[src/include/fetch_seq_pkg.sv]
package fetch_seq_pkg;

    // Widths
    localparam int PC_W = 10;
    localparam int WORD_W = 14;
    localparam int PHASES = 4;

    // Register map, one byte per index on the plain port
    localparam logic [3:0] OFS_PC_LOW_BYTE = 4'h0;
    localparam logic [3:0] OFS_ACC = 4'h1;
    localparam logic [3:0] OFS_STATUS = 4'h2;
    localparam logic [3:0] OFS_TABLE_PTR = 4'h3;
    localparam logic [3:0] OFS_TABLE_HIGH_BYTE = 4'h4;
    localparam logic [3:0] OFS_CTRL = 4'h5;
    localparam logic [3:0] OFS_INT_FLAGS = 4'h6;

    // Control register fields and reset values
    localparam int CTRL_RUN_BIT = 0;
    localparam int CTRL_IEN_LSB = 1;
    localparam logic [3:0] CTRL_RST = 4'h1;
    localparam logic [3:0] PHASE_CLK_RST = 4'h1;

    // Status register fields
    localparam int ST_C = 0;
    localparam int ST_AC = 1;
    localparam int ST_Z = 2;
    localparam int ST_OV = 3;

    // Vectors: reset, external edge, timer overflow, conversion complete
    localparam logic [9:0] VEC_RESET = 10'h000;
    localparam logic [9:0] VEC_EXT = 10'h004;
    localparam logic [9:0] VEC_TMR = 10'h008;
    localparam logic [9:0] VEC_ADC = 10'h00C;
    localparam logic [1:0] LAST_PAGE = 2'h3;
    localparam logic [1:0] STACK_DEPTH = 2'h2;

    // Instruction classes in bits 13:12
    localparam logic [1:0] CLS_ALU = 2'h0;
    localparam logic [1:0] CLS_BRANCH = 2'h1;
    localparam logic [1:0] CLS_MISC = 2'h2;

    // Branch class, bits 11:10
    localparam logic [1:0] BR_JUMP_OP = 2'h0;
    localparam logic [1:0] BR_CALL = 2'h1;

    // Miscellaneous class, bits 11:8
    localparam logic [3:0] MI_SUBROUTINE_RETURN = 4'h0;
    localparam logic [3:0] MI_INTERRUPT_RETURN = 4'h1;
    localparam logic [3:0] MI_SKIP_ZERO = 4'h2;
    localparam logic [3:0] MI_SKIP_NONZERO = 4'h3;
    localparam logic [3:0] MI_WRITE_PC_LOW = 4'h4;
    localparam logic [3:0] MI_SET_TABLE_PTR = 4'h5;
    localparam logic [3:0] MI_TABLE_READ_CURRENT_PAGE = 4'h6;
    localparam logic [3:0] MI_TABLE_READ_LAST_PAGE = 4'h7;

    // ALU functions, bits 11:8 of the ALU class
    localparam logic [3:0] AF_ADD = 4'h0;
    localparam logic [3:0] AF_ADC = 4'h1;
    localparam logic [3:0] AF_SUB = 4'h2;
    localparam logic [3:0] AF_SBC = 4'h3;
    localparam logic [3:0] AF_DAA = 4'h4;
    localparam logic [3:0] AF_AND = 4'h5;
    localparam logic [3:0] AF_OR = 4'h6;
    localparam logic [3:0] AF_XOR = 4'h7;
    localparam logic [3:0] AF_CPL = 4'h8;
    localparam logic [3:0] AF_RR = 4'h9;
    localparam logic [3:0] AF_RRC = 4'hA;
    localparam logic [3:0] AF_RL = 4'hB;
    localparam logic [3:0] AF_RLC = 4'hC;
    localparam logic [3:0] AF_INC = 4'hD;
    localparam logic [3:0] AF_DEC = 4'hE;
    localparam logic [3:0] AF_MOV = 4'hF;

    typedef struct packed {
        logic [3:0] addr;
        logic [7:0] wdata;
        logic wr;
        logic rd;
    } bus_req_s;

    typedef struct packed {
        logic [7:0] res;
        logic [3:0] status;
    } alu_out_s;

endpackage : fetch_seq_pkg

[src/design/mcu_fetch_sequencer.sv]
// Overview of operation
// - Four non-overlapping phase clocks; one full round is one instruction cycle.
// - Counter advances at first phase start; fetch then; later phases execute.
// - Fetch of next overlaps execute of current; one instruction per cycle.
// - Counter-changing instructions take two instruction cycles.
// - Ten-bit counter, two high plus eight low, increments unless branching.
// - Only low byte is software accessible; writing it jumps inside page.
// - Writing the low byte inserts one dummy cycle for prefetch.
// - Met skip condition discards prefetched instruction, runs dummy cycle.
// - Jumps, calls, interrupts and reset load target address directly.
// - Two-entry return stack, invisible to software, pointer too.
// - Call or interrupt acknowledge pushes; either return pops.
// - Reset leaves stack pointer at top, stack empty.
// - Full stack: latch enabled interrupt flag, hold acknowledge until a return.
// - Call with full stack still executes and overflows.
// - Eight-bit ALU writes result and updates carry and condition status.
// - ALU: add, subtract, carry forms, decimal adjust, logic, rotates, inc, dec.
// - Program memory is 1024 words of 14 bits addressed by counter.
// - Table data addressed by separate table pointer register.
// - Each table read takes two instruction cycles.
// - Table read gives low byte to data register, high six bits to table high byte register.
// - Taken interrupt branches to its own vector: edge, timer, conversion.
`timescale 1ns/1ps
`default_nettype none

module mcu_fetch_sequencer (
    input wire logic CORE_CLK, // 25 MHz core clock
    input wire logic ARST_N, // Asynchronous reset, active low
    input wire fetch_seq_pkg::bus_req_s BUS_REQ, // Register port request
    output logic [7:0] RDATA, // Read data, cycle after the read strobe
    output logic [9:0] PM_ADDR, // Program memory word address
    input wire logic [13:0] PM_DATA, // Program memory word
    input wire logic [2:0] IRQ, // Request pulses: edge, timer, conversion
    output logic INT_ACK, // Interrupt acknowledge pulse
    output logic [3:0] PHASE_CLOCKS // One-hot phase clocks, bit 0 is fetch phase
);

    typedef struct packed {
        logic [1:0] phase;
        logic [3:0] phase_clk;
        logic [9:0] pc;
        logic [9:0] pm_addr;
        logic [13:0] ir;
        logic ir_dummy;
        logic tbl_stall;
        logic [9:0] stk0;
        logic [9:0] stk1;
        logic [1:0] depth;
        logic [7:0] acc;
        logic [3:0] status;
        logic [7:0] tblp;
        logic [5:0] table_high_byte;
        logic [3:0] ctrl;
        logic gie;
        logic [2:0] iflag;
        logic pcl_pend;
        logic [7:0] pcl_val;
        logic [7:0] rdata;
        logic int_ack;
    } core_s;

    core_s s_q;
    core_s s_d;

    function automatic fetch_seq_pkg::alu_out_s alu(input logic [3:0] fn, input logic [7:0] a,
                                                     input logic [7:0] b, input logic [3:0] st);
        logic [8:0] sum;
        logic [4:0] nib;
        logic [8:0] adj;
        fetch_seq_pkg::alu_out_s o;
        sum = 9'h000;
        nib = 5'h00;
        adj = 9'h000;
        o.res = a;
        o.status = st;
        unique case (fn)
            fetch_seq_pkg::AF_ADD, fetch_seq_pkg::AF_ADC, fetch_seq_pkg::AF_SUB,
            fetch_seq_pkg::AF_SBC:
            begin
                // Subtract is add of the complement; carry set means no borrow
                logic [7:0] bb;
                logic cin;
                bb = fn[1] ? ~b : b;
                cin = fn[0] ? st[fetch_seq_pkg::ST_C] : fn[1];
                sum = {1'b0, a} + {1'b0, bb} + {8'h00, cin};
                nib = {1'b0, a[3:0]} + {1'b0, bb[3:0]} + {4'h0, cin};
                o.res = sum[7:0];
                o.status[fetch_seq_pkg::ST_C] = sum[8];
                o.status[fetch_seq_pkg::ST_AC] = nib[4];
                o.status[fetch_seq_pkg::ST_OV] = (a[7] == bb[7]) && (sum[7] != a[7]);
            end
            fetch_seq_pkg::AF_DAA:
            begin
                adj = {1'b0, a};
                if (st[fetch_seq_pkg::ST_AC] || (a[3:0] > 4'h9))
                begin
                    adj = adj + 9'h006;
                end
                if (st[fetch_seq_pkg::ST_C] || (adj[8:4] > 5'h09))
                begin
                    adj = adj + 9'h060;
                end
                o.res = adj[7:0];
                o.status[fetch_seq_pkg::ST_C] = st[fetch_seq_pkg::ST_C] | adj[8];
            end
            fetch_seq_pkg::AF_AND: o.res = a & b;
            fetch_seq_pkg::AF_OR: o.res = a | b;
            fetch_seq_pkg::AF_XOR: o.res = a ^ b;
            fetch_seq_pkg::AF_CPL: o.res = ~a;
            fetch_seq_pkg::AF_RR: o.res = {a[0], a[7:1]};
            fetch_seq_pkg::AF_RRC:
            begin
                o.res = {st[fetch_seq_pkg::ST_C], a[7:1]};
                o.status[fetch_seq_pkg::ST_C] = a[0];
            end
            fetch_seq_pkg::AF_RL: o.res = {a[6:0], a[7]};
            fetch_seq_pkg::AF_RLC:
            begin
                o.res = {a[6:0], st[fetch_seq_pkg::ST_C]};
                o.status[fetch_seq_pkg::ST_C] = a[7];
            end
            fetch_seq_pkg::AF_INC: o.res = a + 8'h01;
            fetch_seq_pkg::AF_DEC: o.res = a - 8'h01;
            fetch_seq_pkg::AF_MOV: o.res = b;
        endcase
        o.status[fetch_seq_pkg::ST_Z] = (o.res == 8'h00);
        return o;
    endfunction : alu

    logic bd;
    logic run;
    logic [2:0] ien_hit;
    logic take_int;
    logic exec;
    logic [1:0] cls;
    logic [3:0] fn;
    logic is_branch;
    logic is_skip;
    logic is_tbl;
    logic is_ret;
    logic is_call;
    logic is_alu;

    assign bd = (s_q.phase == 2'h3);
    assign run = s_q.ctrl[fetch_seq_pkg::CTRL_RUN_BIT];
    assign ien_hit = s_q.iflag & s_q.ctrl[fetch_seq_pkg::CTRL_IEN_LSB +: 3];
    // No acknowledge with both stack levels used; flag stays latched
    assign take_int = bd && run && !s_q.tbl_stall && !s_q.ir_dummy && !s_q.pcl_pend
                      && s_q.gie && (|ien_hit) && (s_q.depth != fetch_seq_pkg::STACK_DEPTH);
    // A discarded word never executes
    assign exec = bd && run && !s_q.tbl_stall && !take_int && !s_q.ir_dummy;
    assign cls = s_q.ir[13:12];
    assign fn = s_q.ir[11:8];
    assign is_alu = exec && (cls == fetch_seq_pkg::CLS_ALU);
    assign is_branch = exec && (cls == fetch_seq_pkg::CLS_BRANCH);
    assign is_call = is_branch && (s_q.ir[11:10] == fetch_seq_pkg::BR_CALL);
    assign is_ret = exec && (cls == fetch_seq_pkg::CLS_MISC)
                    && ((fn == fetch_seq_pkg::MI_SUBROUTINE_RETURN)
                        || (fn == fetch_seq_pkg::MI_INTERRUPT_RETURN));
    assign is_skip = exec && (cls == fetch_seq_pkg::CLS_MISC)
                     && (((fn == fetch_seq_pkg::MI_SKIP_ZERO) && (s_q.acc == 8'h00))
                         || ((fn == fetch_seq_pkg::MI_SKIP_NONZERO) && (s_q.acc != 8'h00)));
    assign is_tbl = exec && (cls == fetch_seq_pkg::CLS_MISC)
                    && ((fn == fetch_seq_pkg::MI_TABLE_READ_CURRENT_PAGE)
                        || (fn == fetch_seq_pkg::MI_TABLE_READ_LAST_PAGE));

    always_comb
    begin
        logic [9:0] pc_next;
        logic [9:0] tbl_addr;
        logic [9:0] push_val;
        logic push;
        logic [2:0] clr;
        fetch_seq_pkg::alu_out_s ao;
        s_d = s_q;
        pc_next = s_q.pc + 10'h001;
        tbl_addr = {s_q.pc[9:8], s_q.tblp};
        push_val = s_q.pc;
        push = 1'b0;
        clr = 3'h0;
        ao = alu(fn, s_q.acc, s_q.ir[7:0], s_q.status);
        s_d.phase = s_q.phase + 2'h1;
        s_d.phase_clk = {s_q.phase_clk[2:0], s_q.phase_clk[3]};
        s_d.int_ack = 1'b0;
        s_d.rdata = 8'h00;
        if (bd && run)
        begin
            if (s_q.tbl_stall)
            begin
                // Second table cycle: word arrives, sequencing resumes
                s_d.tbl_stall = 1'b0;
                s_d.acc = PM_DATA[7:0];
                s_d.table_high_byte = PM_DATA[13:8];
                s_d.pm_addr = s_q.pc;
            end
            else if (take_int)
            begin
                // Word in hand has not run yet, so it is the return point
                push = 1'b1;
                push_val = s_q.pc - 10'h001;
                s_d.gie = 1'b0;
                s_d.int_ack = 1'b1;
                s_d.ir_dummy = 1'b1;
                if (ien_hit[0])
                begin
                    pc_next = fetch_seq_pkg::VEC_EXT;
                    clr = 3'h1;
                end
                else if (ien_hit[1])
                begin
                    pc_next = fetch_seq_pkg::VEC_TMR;
                    clr = 3'h2;
                end
                else
                begin
                    pc_next = fetch_seq_pkg::VEC_ADC;
                    clr = 3'h4;
                end
                s_d.pc = pc_next;
                s_d.pm_addr = pc_next;
            end
            else
            begin
                // Latch the word fetched this cycle while the current one runs
                s_d.ir = PM_DATA;
                s_d.ir_dummy = 1'b0;
                if (is_alu)
                begin
                    s_d.acc = ao.res;
                    s_d.status = ao.status;
                end
                if (is_branch)
                begin
                    pc_next = s_q.ir[9:0];
                    s_d.ir_dummy = 1'b1;
                    push = is_call;
                end
                if (is_ret)
                begin
                    pc_next = (s_q.depth == fetch_seq_pkg::STACK_DEPTH) ? s_q.stk1 : s_q.stk0;
                    s_d.ir_dummy = 1'b1;
                    if (s_q.depth != 2'h0)
                    begin
                        s_d.depth = s_q.depth - 2'h1;
                    end
                    if (fn == fetch_seq_pkg::MI_INTERRUPT_RETURN)
                    begin
                        s_d.gie = 1'b1;
                    end
                end
                if (is_skip)
                begin
                    s_d.ir_dummy = 1'b1;
                end
                if (exec && (cls == fetch_seq_pkg::CLS_MISC))
                begin
                    if (fn == fetch_seq_pkg::MI_WRITE_PC_LOW)
                    begin
                        pc_next = {s_q.pc[9:8], s_q.ir[7:0]};
                        s_d.ir_dummy = 1'b1;
                    end
                    if (fn == fetch_seq_pkg::MI_SET_TABLE_PTR)
                    begin
                        s_d.tblp = s_q.ir[7:0];
                    end
                    if (fn == fetch_seq_pkg::MI_TABLE_READ_LAST_PAGE)
                    begin
                        tbl_addr = {fetch_seq_pkg::LAST_PAGE, s_q.tblp};
                    end
                end
                if (s_q.pcl_pend)
                begin
                    // Software write overrides the flow; page bits are kept
                    pc_next = {s_q.pc[9:8], s_q.pcl_val};
                    s_d.ir_dummy = 1'b1;
                    s_d.pcl_pend = 1'b0;
                end
                s_d.pc = pc_next;
                s_d.tbl_stall = is_tbl;
                s_d.pm_addr = is_tbl ? tbl_addr : pc_next;
            end
        end
        if (push)
        begin
            // Two levels only, not visible on the register port
            // Full stack: top entry is overwritten, the oldest survives
            if (s_q.depth == 2'h0)
            begin
                s_d.stk0 = push_val;
                s_d.depth = 2'h1;
            end
            else
            begin
                s_d.stk1 = push_val;
                s_d.depth = fetch_seq_pkg::STACK_DEPTH;
            end
        end
        // New request wins over the clear of an acknowledged one
        s_d.iflag = (s_q.iflag & ~clr) | IRQ;
        if (BUS_REQ.rd)
        begin
            unique case (BUS_REQ.addr)
                fetch_seq_pkg::OFS_PC_LOW_BYTE: s_d.rdata = s_q.pc[7:0];
                fetch_seq_pkg::OFS_ACC: s_d.rdata = s_q.acc;
                fetch_seq_pkg::OFS_STATUS: s_d.rdata = {4'h0, s_q.status};
                fetch_seq_pkg::OFS_TABLE_PTR: s_d.rdata = s_q.tblp;
                fetch_seq_pkg::OFS_TABLE_HIGH_BYTE: s_d.rdata = {2'h0, s_q.table_high_byte};
                fetch_seq_pkg::OFS_CTRL: s_d.rdata = {4'h0, s_q.ctrl};
                fetch_seq_pkg::OFS_INT_FLAGS: s_d.rdata = {5'h00, s_q.iflag};
                default: s_d.rdata = 8'h00;
            endcase
        end
        if (BUS_REQ.wr)
        begin
            unique case (BUS_REQ.addr)
                fetch_seq_pkg::OFS_PC_LOW_BYTE:
                begin
                    s_d.pcl_pend = 1'b1;
                    s_d.pcl_val = BUS_REQ.wdata;
                end
                fetch_seq_pkg::OFS_ACC: s_d.acc = BUS_REQ.wdata;
                fetch_seq_pkg::OFS_TABLE_PTR: s_d.tblp = BUS_REQ.wdata;
                fetch_seq_pkg::OFS_CTRL: s_d.ctrl = BUS_REQ.wdata[3:0];
                default: ;
            endcase
        end
    end

    always_ff @(posedge CORE_CLK or negedge ARST_N)
    begin
        if (!ARST_N)
        begin
            s_q <= '0;
            s_q.phase_clk <= fetch_seq_pkg::PHASE_CLK_RST;
            s_q.pc <= fetch_seq_pkg::VEC_RESET;
            s_q.pm_addr <= fetch_seq_pkg::VEC_RESET;
            s_q.ir_dummy <= 1'b1;
            s_q.depth <= 2'h0;
            s_q.ctrl <= fetch_seq_pkg::CTRL_RST;
            s_q.gie <= 1'b1;
        end
        else
        begin
            s_q <= s_d;
        end
    end

    assign RDATA = s_q.rdata;
    assign PM_ADDR = s_q.pm_addr;
    assign INT_ACK = s_q.int_ack;
    assign PHASE_CLOCKS = s_q.phase_clk;
endmodule : mcu_fetch_sequencer

`default_nettype wire

[config.mk]
export PLATFORM = sky130hd
export DESIGN_NAME = mcu_fetch_sequencer
export DESIGN_NICKNAME = d
export VERILOG_FILES = /design/src/include/fetch_seq_pkg.sv /design/src/design/mcu_fetch_sequencer.sv
export SDC_FILE = /design/constraint.sdc
export NUM_CORES = 1
export LEC_CHECK = 0
export BUFFER_PORTS_ARGS = -buffer_cell sky130_fd_sc_hd__buf_2
export CORE_UTILIZATION = 56
export DETAILED_ROUTE_END_ITERATION = 8
export GPL_TIMING_DRIVEN = 0
export PLACE_DENSITY_LB_ADDON = 0.25
export SETUP_SLACK_MARGIN = 0.05
export SLEW_MARGIN = 20
export SYNTH_ARGS = -nofsm -noshare
export SYNTH_HDL_FRONTEND = slang
export SYNTH_SLANG_ARGS = --single-unit
export TNS_END_PERCENT = 10
[constraint.sdc]
create_clock -name CORE_CLK -period 10.26 [get_ports CORE_CLK]
set_input_delay 2.565 -clock CORE_CLK [delete_from_list [all_inputs] [get_ports CORE_CLK]]
set_output_delay 2.565 -clock CORE_CLK [all_outputs]
set_load 0.1 [all_outputs]
==> summary.txt, run 1 <==
Logic synthesis
  • Ys async rst share: 1.00
  • Main synth FF type: dfrtp_1
  • Mapped Area: 8350 um^2
  • Yosys top cell by area: dfrtp_1
  • Synth cell count leaders: dfrtp_1 (112), nor2_1 (90), nand2_1 (78)
  • Yosys warns: 0
  • Post-synthesis average cell area: 8.67 um^2
  • FF+latch count, synth: 116
  • Top post-synthesis cells by area: dfrtp_1 (34%), ha_1 (5.4%), a21oi_1 (4.5%), o21ai_0 (4.3%), nor2_1 (4.0%)
  • Syn_nets: 1035
  • Area share of the largest cell type after synthesis: 0.336
  • Seq/Total Area, Yosys: 0.348
  • Yosys cell types: 82
  • Syn Inst Count: 963
  • Post-synth EDFFs: 0
  • Top-count cell post-synth: dfrtp_1

Global route
  • First-pass GRT wire length: 43.4 mm
  • Grt peak-use layer: met2
  • GRT Resource Usage Total: 0.386
  • Largest net degree at the start of global routing: 67
  • Initial antenna violation count: 0
  • Met1 Use GR: 0.545
  • Met2 GRT Util: 0.562
  • Final global-route overflow total: 0
  • Number of global-route vias before repair: 7587
  • Met3 Track Usage GR: 0.0861

Setup path
  • Cell family with most CP delay: buffers and inverters
  • Crit Path Class: reg -> reg
  • Crit path launch: fn[1]$_DFFE_PN0P_
  • Slowest cell on crit path: buf_1
  • Buffer and inverter count on the worst path: 6
  • Critical path's most frequent cell: clkbuf_1
  • Crit path cell chain: clkbuf_1, clkbuf_1, clkbuf_1, buf_1, buf_1, xnor2_1, fa_1, inv_1, fa_1, a21o_1, a21oi_1, o21ai_0, xnor2_1, a32oi_1, nor4_1, a32o_1
  • Setup crit start kind: flip-flop
  • Cell depth of the worst setup path: 16
  • Critical R2R Launch: fn[1]$_DFFE_PN0P_
  • Required time of the critical path: 10610 ps
  • CP Data Arrival Time: 6000 ps
  • Worst reg-to-reg path cell count: 16
  • CP Max Fanout: 10
  • CP max stage delay: 620 ps
  • Critical Path End Type: flip-flop

Clock network
  • Clock sinks: 116
  • Clock buffer depth: 2
  • Clock transition at path regs: 60 ps
  • Post-CTS resize count: 0
  • Clk_lat worst skew: 420 ps
  • H-tree lvl count: 4
  • Post-CTS setup buffers: 0
  • CTS tree: built
  • Root buffer cell: clkbuf_16
  • CTS Buf Count: 17
  • Cts hold-fix bufs: 0

Power
  • Maximum VDD drop: 0.000154 V
  • Power Dens Cells: 279 nW/um^2
  • Pleak: 4.07 nW

Routing
  • Drt initial violations: 1209
  • Via count: 8421
  • Routed Antenna Nets: 0
  • DRC Markers: 17
  • DR WL/cell: 23.4 um
  • Drt pass-1 iters: 9
  • Final wirelength: 28.8 mm
  • Vias per std cell: 6.82

Layout
  • Area delta synth->final: 13.3%
  • Design area: 9460 um^2
  • Antenna Cells: 0
  • Layout cell share with drive strength beyond 1: 0.150
  • Number of fill cells: 1243
  • Nets: 1109

STA
  • Setup TNS: 0 ps
  • Hold_ws: 383 ps
  • Final Max Tran Viols: 0
  • Final Skew: 7.78 ps
  • Unrepaired setup endpoints after global routing: no
  • Worst-Margin Slew: 888 ps
  • Crit path time final: 5650 ps
  • Final setup violation count: 0
  • Fmax: 0.177 GHz
  • Rel. slew slack: 0.407
  • Final worst-path cycle share: 0.550
  • Final Hold Vio Count: 0

Floorplanning
  • Initial Util: 0.574
  • Die height: 124 um
  • Core area: 14500 um^2
  • Die ar.: 15400 um^2
  • Die Wd: 124 um
  • # IOs: 56
  • Row cnt: 44

Outcome
  • Failing checks: design-rule violations
  • Status: complete, but fails checks

Place
  • Post-DP HPWL: 21.2 mm
  • RePlAce Congestion: 1.01
  • Port Buffer Count: 53
  • DP Area: 8880 um^2

Hold path
  • Hold crit path type: reg -> reg
  • WHS Path Cells: 0
  • HP Start: PHASE_CLOCKS[3]$_DFF_PN0_

Flow run
  • Max cap viols: 0
## cell families (layout without fill, tap and decap cells)
family | count (synthesis) | count (layout) | share of synthesized area
xor+xnor | 40 | 40 | 0.0420
fa+ha+maj | 39 | 39 | 0.0611
buf+inv | 122 | 209 | 0.0668
compound gates | 304 | 304 | 0.239
flops | 116 | 116 | 0.348
mux | 52 | 52 | 0.0695
simple gates | 290 | 290 | 0.173
## power breakdown
group | leakage, nW | total (mW) | internal, mW | switching [mW]
clock | 0.283 | 0.576 | 0.339 | 0.237
sequential | 1.48 | 0.705 | 0.556 | 0.149
combinational | 2.32 | 1.35 | 0.472 | 0.882
total | 4.07 | 2.64 | 1.37 | 1.27
## worst paths after layout
kind,to,slack (ps)
worst max-delay path,s_q[42]$_DFFE_PN0P_,4610
worst min-delay path,PHASE_CLOCKS[0]$_DFF_PN1_,380
worst max register to register,s_q[42]$_DFFE_PN0P_,4610
worst min register to register,PHASE_CLOCKS[0]$_DFF_PN1_,380
max in group asynchronous,run$_DFFE_PN1P_,7450
min in group asynchronous,s_q[68]$_DFFE_PN0P_,2080
## layout by cell type (no fill, tap or decap), drive strengths merged, types with 5 or more instances in the layout
cell	instances
or3	9
nand3	18
o22ai	16
a21o	11
o31ai	7
inv	35
ha	36
nand3b	5
nand2b	12
and2	6
mux2	28
a21oi	75
o32ai	5
nor2b	11
and3	9
nor4	7
buf	89
dfrtp	112
clkbuf	75
a22oi	17
a31oi	9
nand4	6
o221ai	12
nor3	14
nand2	78
o211ai	8
or4	6
clkinv	8
xor2	13
mux2i	22
a221oi	11
o21ai	73
nor2	91
xnor2	27
## layout make-up
type	instances	area, um^2	area share
clock inverters	15	145	0.0153
clock buffers	17	425	0.0450
flip-flops and latches	116	2910	0.307
inverters	30	113	0.0119
plain buffers	92	445	0.0471
repair buffers	55	304	0.0321
well taps	184	230	0.0243
multi-input cells	725	4890	0.517
## worst register-to-register path, delay by kind of cell, from the launching register on
family / cells / cell delay [ps]
DFF: 1 / 320
adders and majority gates: 2 / 680
buffers and inverters: 6 / 2480
xor gates and xnor gates: 2 / 500
AOI/OAI and AO/OA: 5 / 1080
and+or+nand+nor: 1 / 520
## per-stage QoR
| step | util | setup slack (ps) | std cells | power (mW) |
|---|---|---|---|---|
| floorplan | - | 6260 | 963 | 1.62 |
| global placement | 0.609 | 4800 | 1200 | 1.99 |
| detailed placement | 0.611 | 4820 | 1201 | 2.00 |
| CTS | 0.651 | 4820 | 1233 | 2.58 |
| global route | 0.651 | 4400 | 1234 | 2.75 |
| finish | 0.651 | 4610 | 1234 | 2.64 |
## state kept, by name (all words and copies together), names as in the netlist
| name | count |
|---|---|
| RDATA | 8 |
| run | 1 |
| s_q | 86 |
| fn | 4 |
| INT_ACK | 1 |
| PHASE_CLOCKS | 4 |
| PM_ADDR | 10 |
| cls | 2 |
## metal layers
metal / vias to the layer above / share of wire
met3: 122 / 0.12
met5: - / 0
met1: 3947 / 0.40
met2: 669 / 0.42
met4: 0 / 0.052
li1: 3683 / -
(Power assumes the default switching activity.)
==> run 2: changes to the inputs <==
Settings changed: ABC_AREA set to 1.
Clock period 10.26 ns to 5.9 ns, I/O delays scaled along.
==> run 2 against run 1 <==
Against the previous run:
- the flow now finishes without violations
- cell count rose by 13%
- power rose by 77%
- critical path depth shrank 3
- routed wire length fell by 5.9%
- fmax rose by 70%
- global-route usage down 0.48 points
- synthesized cell count is 17% higher
- combinational power up 70%
- non-clock buffer count is 41 lower
- critical path type unchanged
- critical endpoint unchanged
==> summary.txt, run 2 <==
Logic synthesis
  • Post-synthesis average cell area: 7.15 um^2
  • Area share of the largest cell type after synthesis: 0.349
  • Main synth FF type: dfrtp_1
  • Syn Inst Count: 1124
  • Yosys cell types: 51
  • Mapped Area: 8030 um^2
  • Ys async rst share: 1.00
  • Syn_nets: 1196
  • FF+latch count, synth: 116
  • Synth cell count leaders: nand2_1 (312), inv_1 (118), dfrtp_1 (112)
  • Post-synth EDFFs: 0
  • Top post-synthesis cells by area: dfrtp_1 (35%), nand2_1 (15%), o21ai_0 (5.9%), ha_1 (5.6%), inv_1 (5.5%)
  • Top-count cell post-synth: nand2_1
  • Yosys warns: 0
  • Seq/Total Area, Yosys: 0.362
  • Yosys top cell by area: dfrtp_1

STA
  • PnR worst setup slack: 2590 ps
  • Fmax: 0.302 GHz
  • Rel. slew slack: 0.424
  • Crit path time final: 3310 ps
  • Final setup violation count: 0
  • Worst-Margin Slew: 863 ps
  • Unrepaired setup endpoints after global routing: no
  • Hold_ws: 374 ps
  • Setup TNS: 0 ps
  • Final worst-path cycle share: 0.562
  • Final Skew: 7.48 ps
  • Final Hold Vio Count: 0
  • Final Max Tran Viols: 0

Layout
  • Commonest non-fill, non-tap cells in the layout: nand2_1 (312), inv_1 (118), dfrtp_1 (112)
  • Antenna Cells: 0
  • Number of fill cells: 1214
  • Nets: 1271
  • Area delta synth->final: 14.3%
  • Layout cell share with drive strength beyond 1: 0.129
  • Max FFs per register: 86
  • Commonest non-fill, non-tap cell in the layout: nand2_1
  • Top reg by flops: s_q

Floorplanning
  • Die height: 122 um
  • Die Wd: 122 um
  • Row cnt: 43
  • Initial Util: 0.576
  • Die ar.: 14800 um^2
  • Core area: 13900 um^2
  • # IOs: 56

Power
  • Power Dens Cells: 507 nW/um^2
  • Pleak: 4.57 nW
  • Total power draw: 4.66 mW
  • Maximum VDD drop: 0.000348 V

Clock network
  • Post-CTS setup buffers: 0
  • Root buffer cell: clkbuf_16
  • CTS Buf Count: 17
  • Cts hold-fix bufs: 0
  • Clock sinks: 116
  • Clock buffer depth: 2
  • Clk_lat worst skew: 430 ps
  • CTS tree: built
  • H-tree lvl count: 4
  • Post-CTS resize count: 0
  • Clock transition at path regs: 60 ps

Routing
  • DRC Markers: 0
  • Drt initial violations: 1148
  • DR WL/cell: 19.5 um
  • Drt pass-1 iters: 6
  • Vias per std cell: 6.07
  • Via count: 8445
  • Final wirelength: 27.1 mm
  • Routed Antenna Nets: 0

Global route
  • GRT Resource Usage Total: 0.382
  • Largest net degree at the start of global routing: 71
  • Final global-route overflow total: 0
  • First-pass GRT wire length: 41.9 mm
  • Number of global-route vias before repair: 7872
  • Initial antenna violation count: 0

Setup path
  • CP Data Arrival Time: 3680 ps
  • Critical Path End Type: flip-flop
  • Setup crit start kind: flip-flop
  • Required time of the critical path: 6270 ps
  • CP Max Fanout: 8
  • Crit Path Class: reg -> reg

Hold path
  • Hold crit path type: reg -> reg

Outcome
  • Status: finished clean

Place
  • Post-Place Worst Slack: 2490 ps
  • RePlAce Congestion: 1.02
  • Port Buffer Count: 55
  • Post-DP HPWL: 20.2 mm

Flow run
  • Max cap viols: 0
[run 2: changes by cell type in the layout (fill, tap and decap cells not counted), sizes merged, moves of 11 or more]
| cell | delta |
|---|---|
| a21oi | -11 |
| o21ai | +49 |
| clkbuf | -40 |
| nand3 | +39 |
| nand2b | -12 |
| mux2 | -28 |
| nor2b | -11 |
| nor2 | +17 |
| nand2 | +238 |
| inv | +94 |
| mux2i | -20 |
| xnor2 | -22 |
[run 2: layout make-up]
type                       instances  area [um^2]  area share
multi-input combinational        826         4340       0.473
sequential                       116         2910       0.317
inverter                         132          495      0.0540
clock buffer                      18          429      0.0467
timing repair buffer              56          309      0.0337
buffer                            50          290      0.0316
tap                              180          225      0.0245
clock inverter                    14          186      0.0203
[run 2: worst paths after layout]
| check | slack, ps | cells after the start | to | startpoint |
|---|---|---|---|---|
| setup / recovery | 2590 | 13 | s_q[42]$_DFFE_PN0P_ | fn[0]$_DFFE_PN0P_ |
| hold / removal | 370 | 0 | PHASE_CLOCKS[3]$_DFF_PN0_ | PHASE_CLOCKS[2]$_DFF_PN0_ |
| setup reg to reg | 2590 | 13 | s_q[42]$_DFFE_PN0P_ | fn[0]$_DFFE_PN0P_ |
| hold reg to reg | 370 | 0 | PHASE_CLOCKS[3]$_DFF_PN0_ | PHASE_CLOCKS[2]$_DFF_PN0_ |
| max in group asynchronous | 4180 | 2 | run$_DFFE_PN1P_ | ARST_N |
| min in group asynchronous | 970 | 1 | s_q[73]$_DFFE_PN0P_ | ARST_N |
[run 2: cell families (layout without fill, tap and decap cells)]
kind of cell,Yosys count,in the layout,share of synthesized area
XOR/XNOR,21,21,0.0229
AND/OR/NAND/NOR,514,514,0.272
buffers and inverters,182,270,0.0978
multiplexers,2,2,0.00249
flip-flops,116,116,0.362
AO/OA/AOI/OAI,250,250,0.180
adder cells (fa/ha/maj),39,39,0.0636
[run 2: per-layer routing]
metal  vias up  GRT usage  wire length (um)
met3       128      0.108              3380
li1       3862          -                 -
met5         -          0                 0
met2       557      0.593             12100
met1      3898      0.485             10400
met4         0      0.190              1260
[run 2: worst max-delay path, cell delays in order (launching register included)]
cell     delay (ps)
dfrtp_1         500
inv_1           290
nand2_1         210
nor2_1          590
ha_1            410
a21oi_1         230
nand2_1         100
o21ai_0         240
nand4_1         190
nor2_1          130
nand3_1         110
a21oi_1         130
nand2_1          70
nand2_1          60
[run 2: power breakdown]
group          switching (mW)  internal (mW)  leakage, nW  total (mW)
Sequential              0.301          0.978         1.44        1.28
Combinational            1.59          0.697         2.84        2.29
Clock                   0.388          0.702        0.299        1.09
[run 2: stage by stage]
stage / util / instances / instance area (um^2)
CTS: 0.659 / 1392 / 9180
detailed placement: 0.615 / 1360 / 8570
global route: 0.659 / 1392 / 9180
finish: 0.659 / 1392 / 9180
global placement: 0.612 / 1359 / 8530
floorplan: - / 1124 / 8030
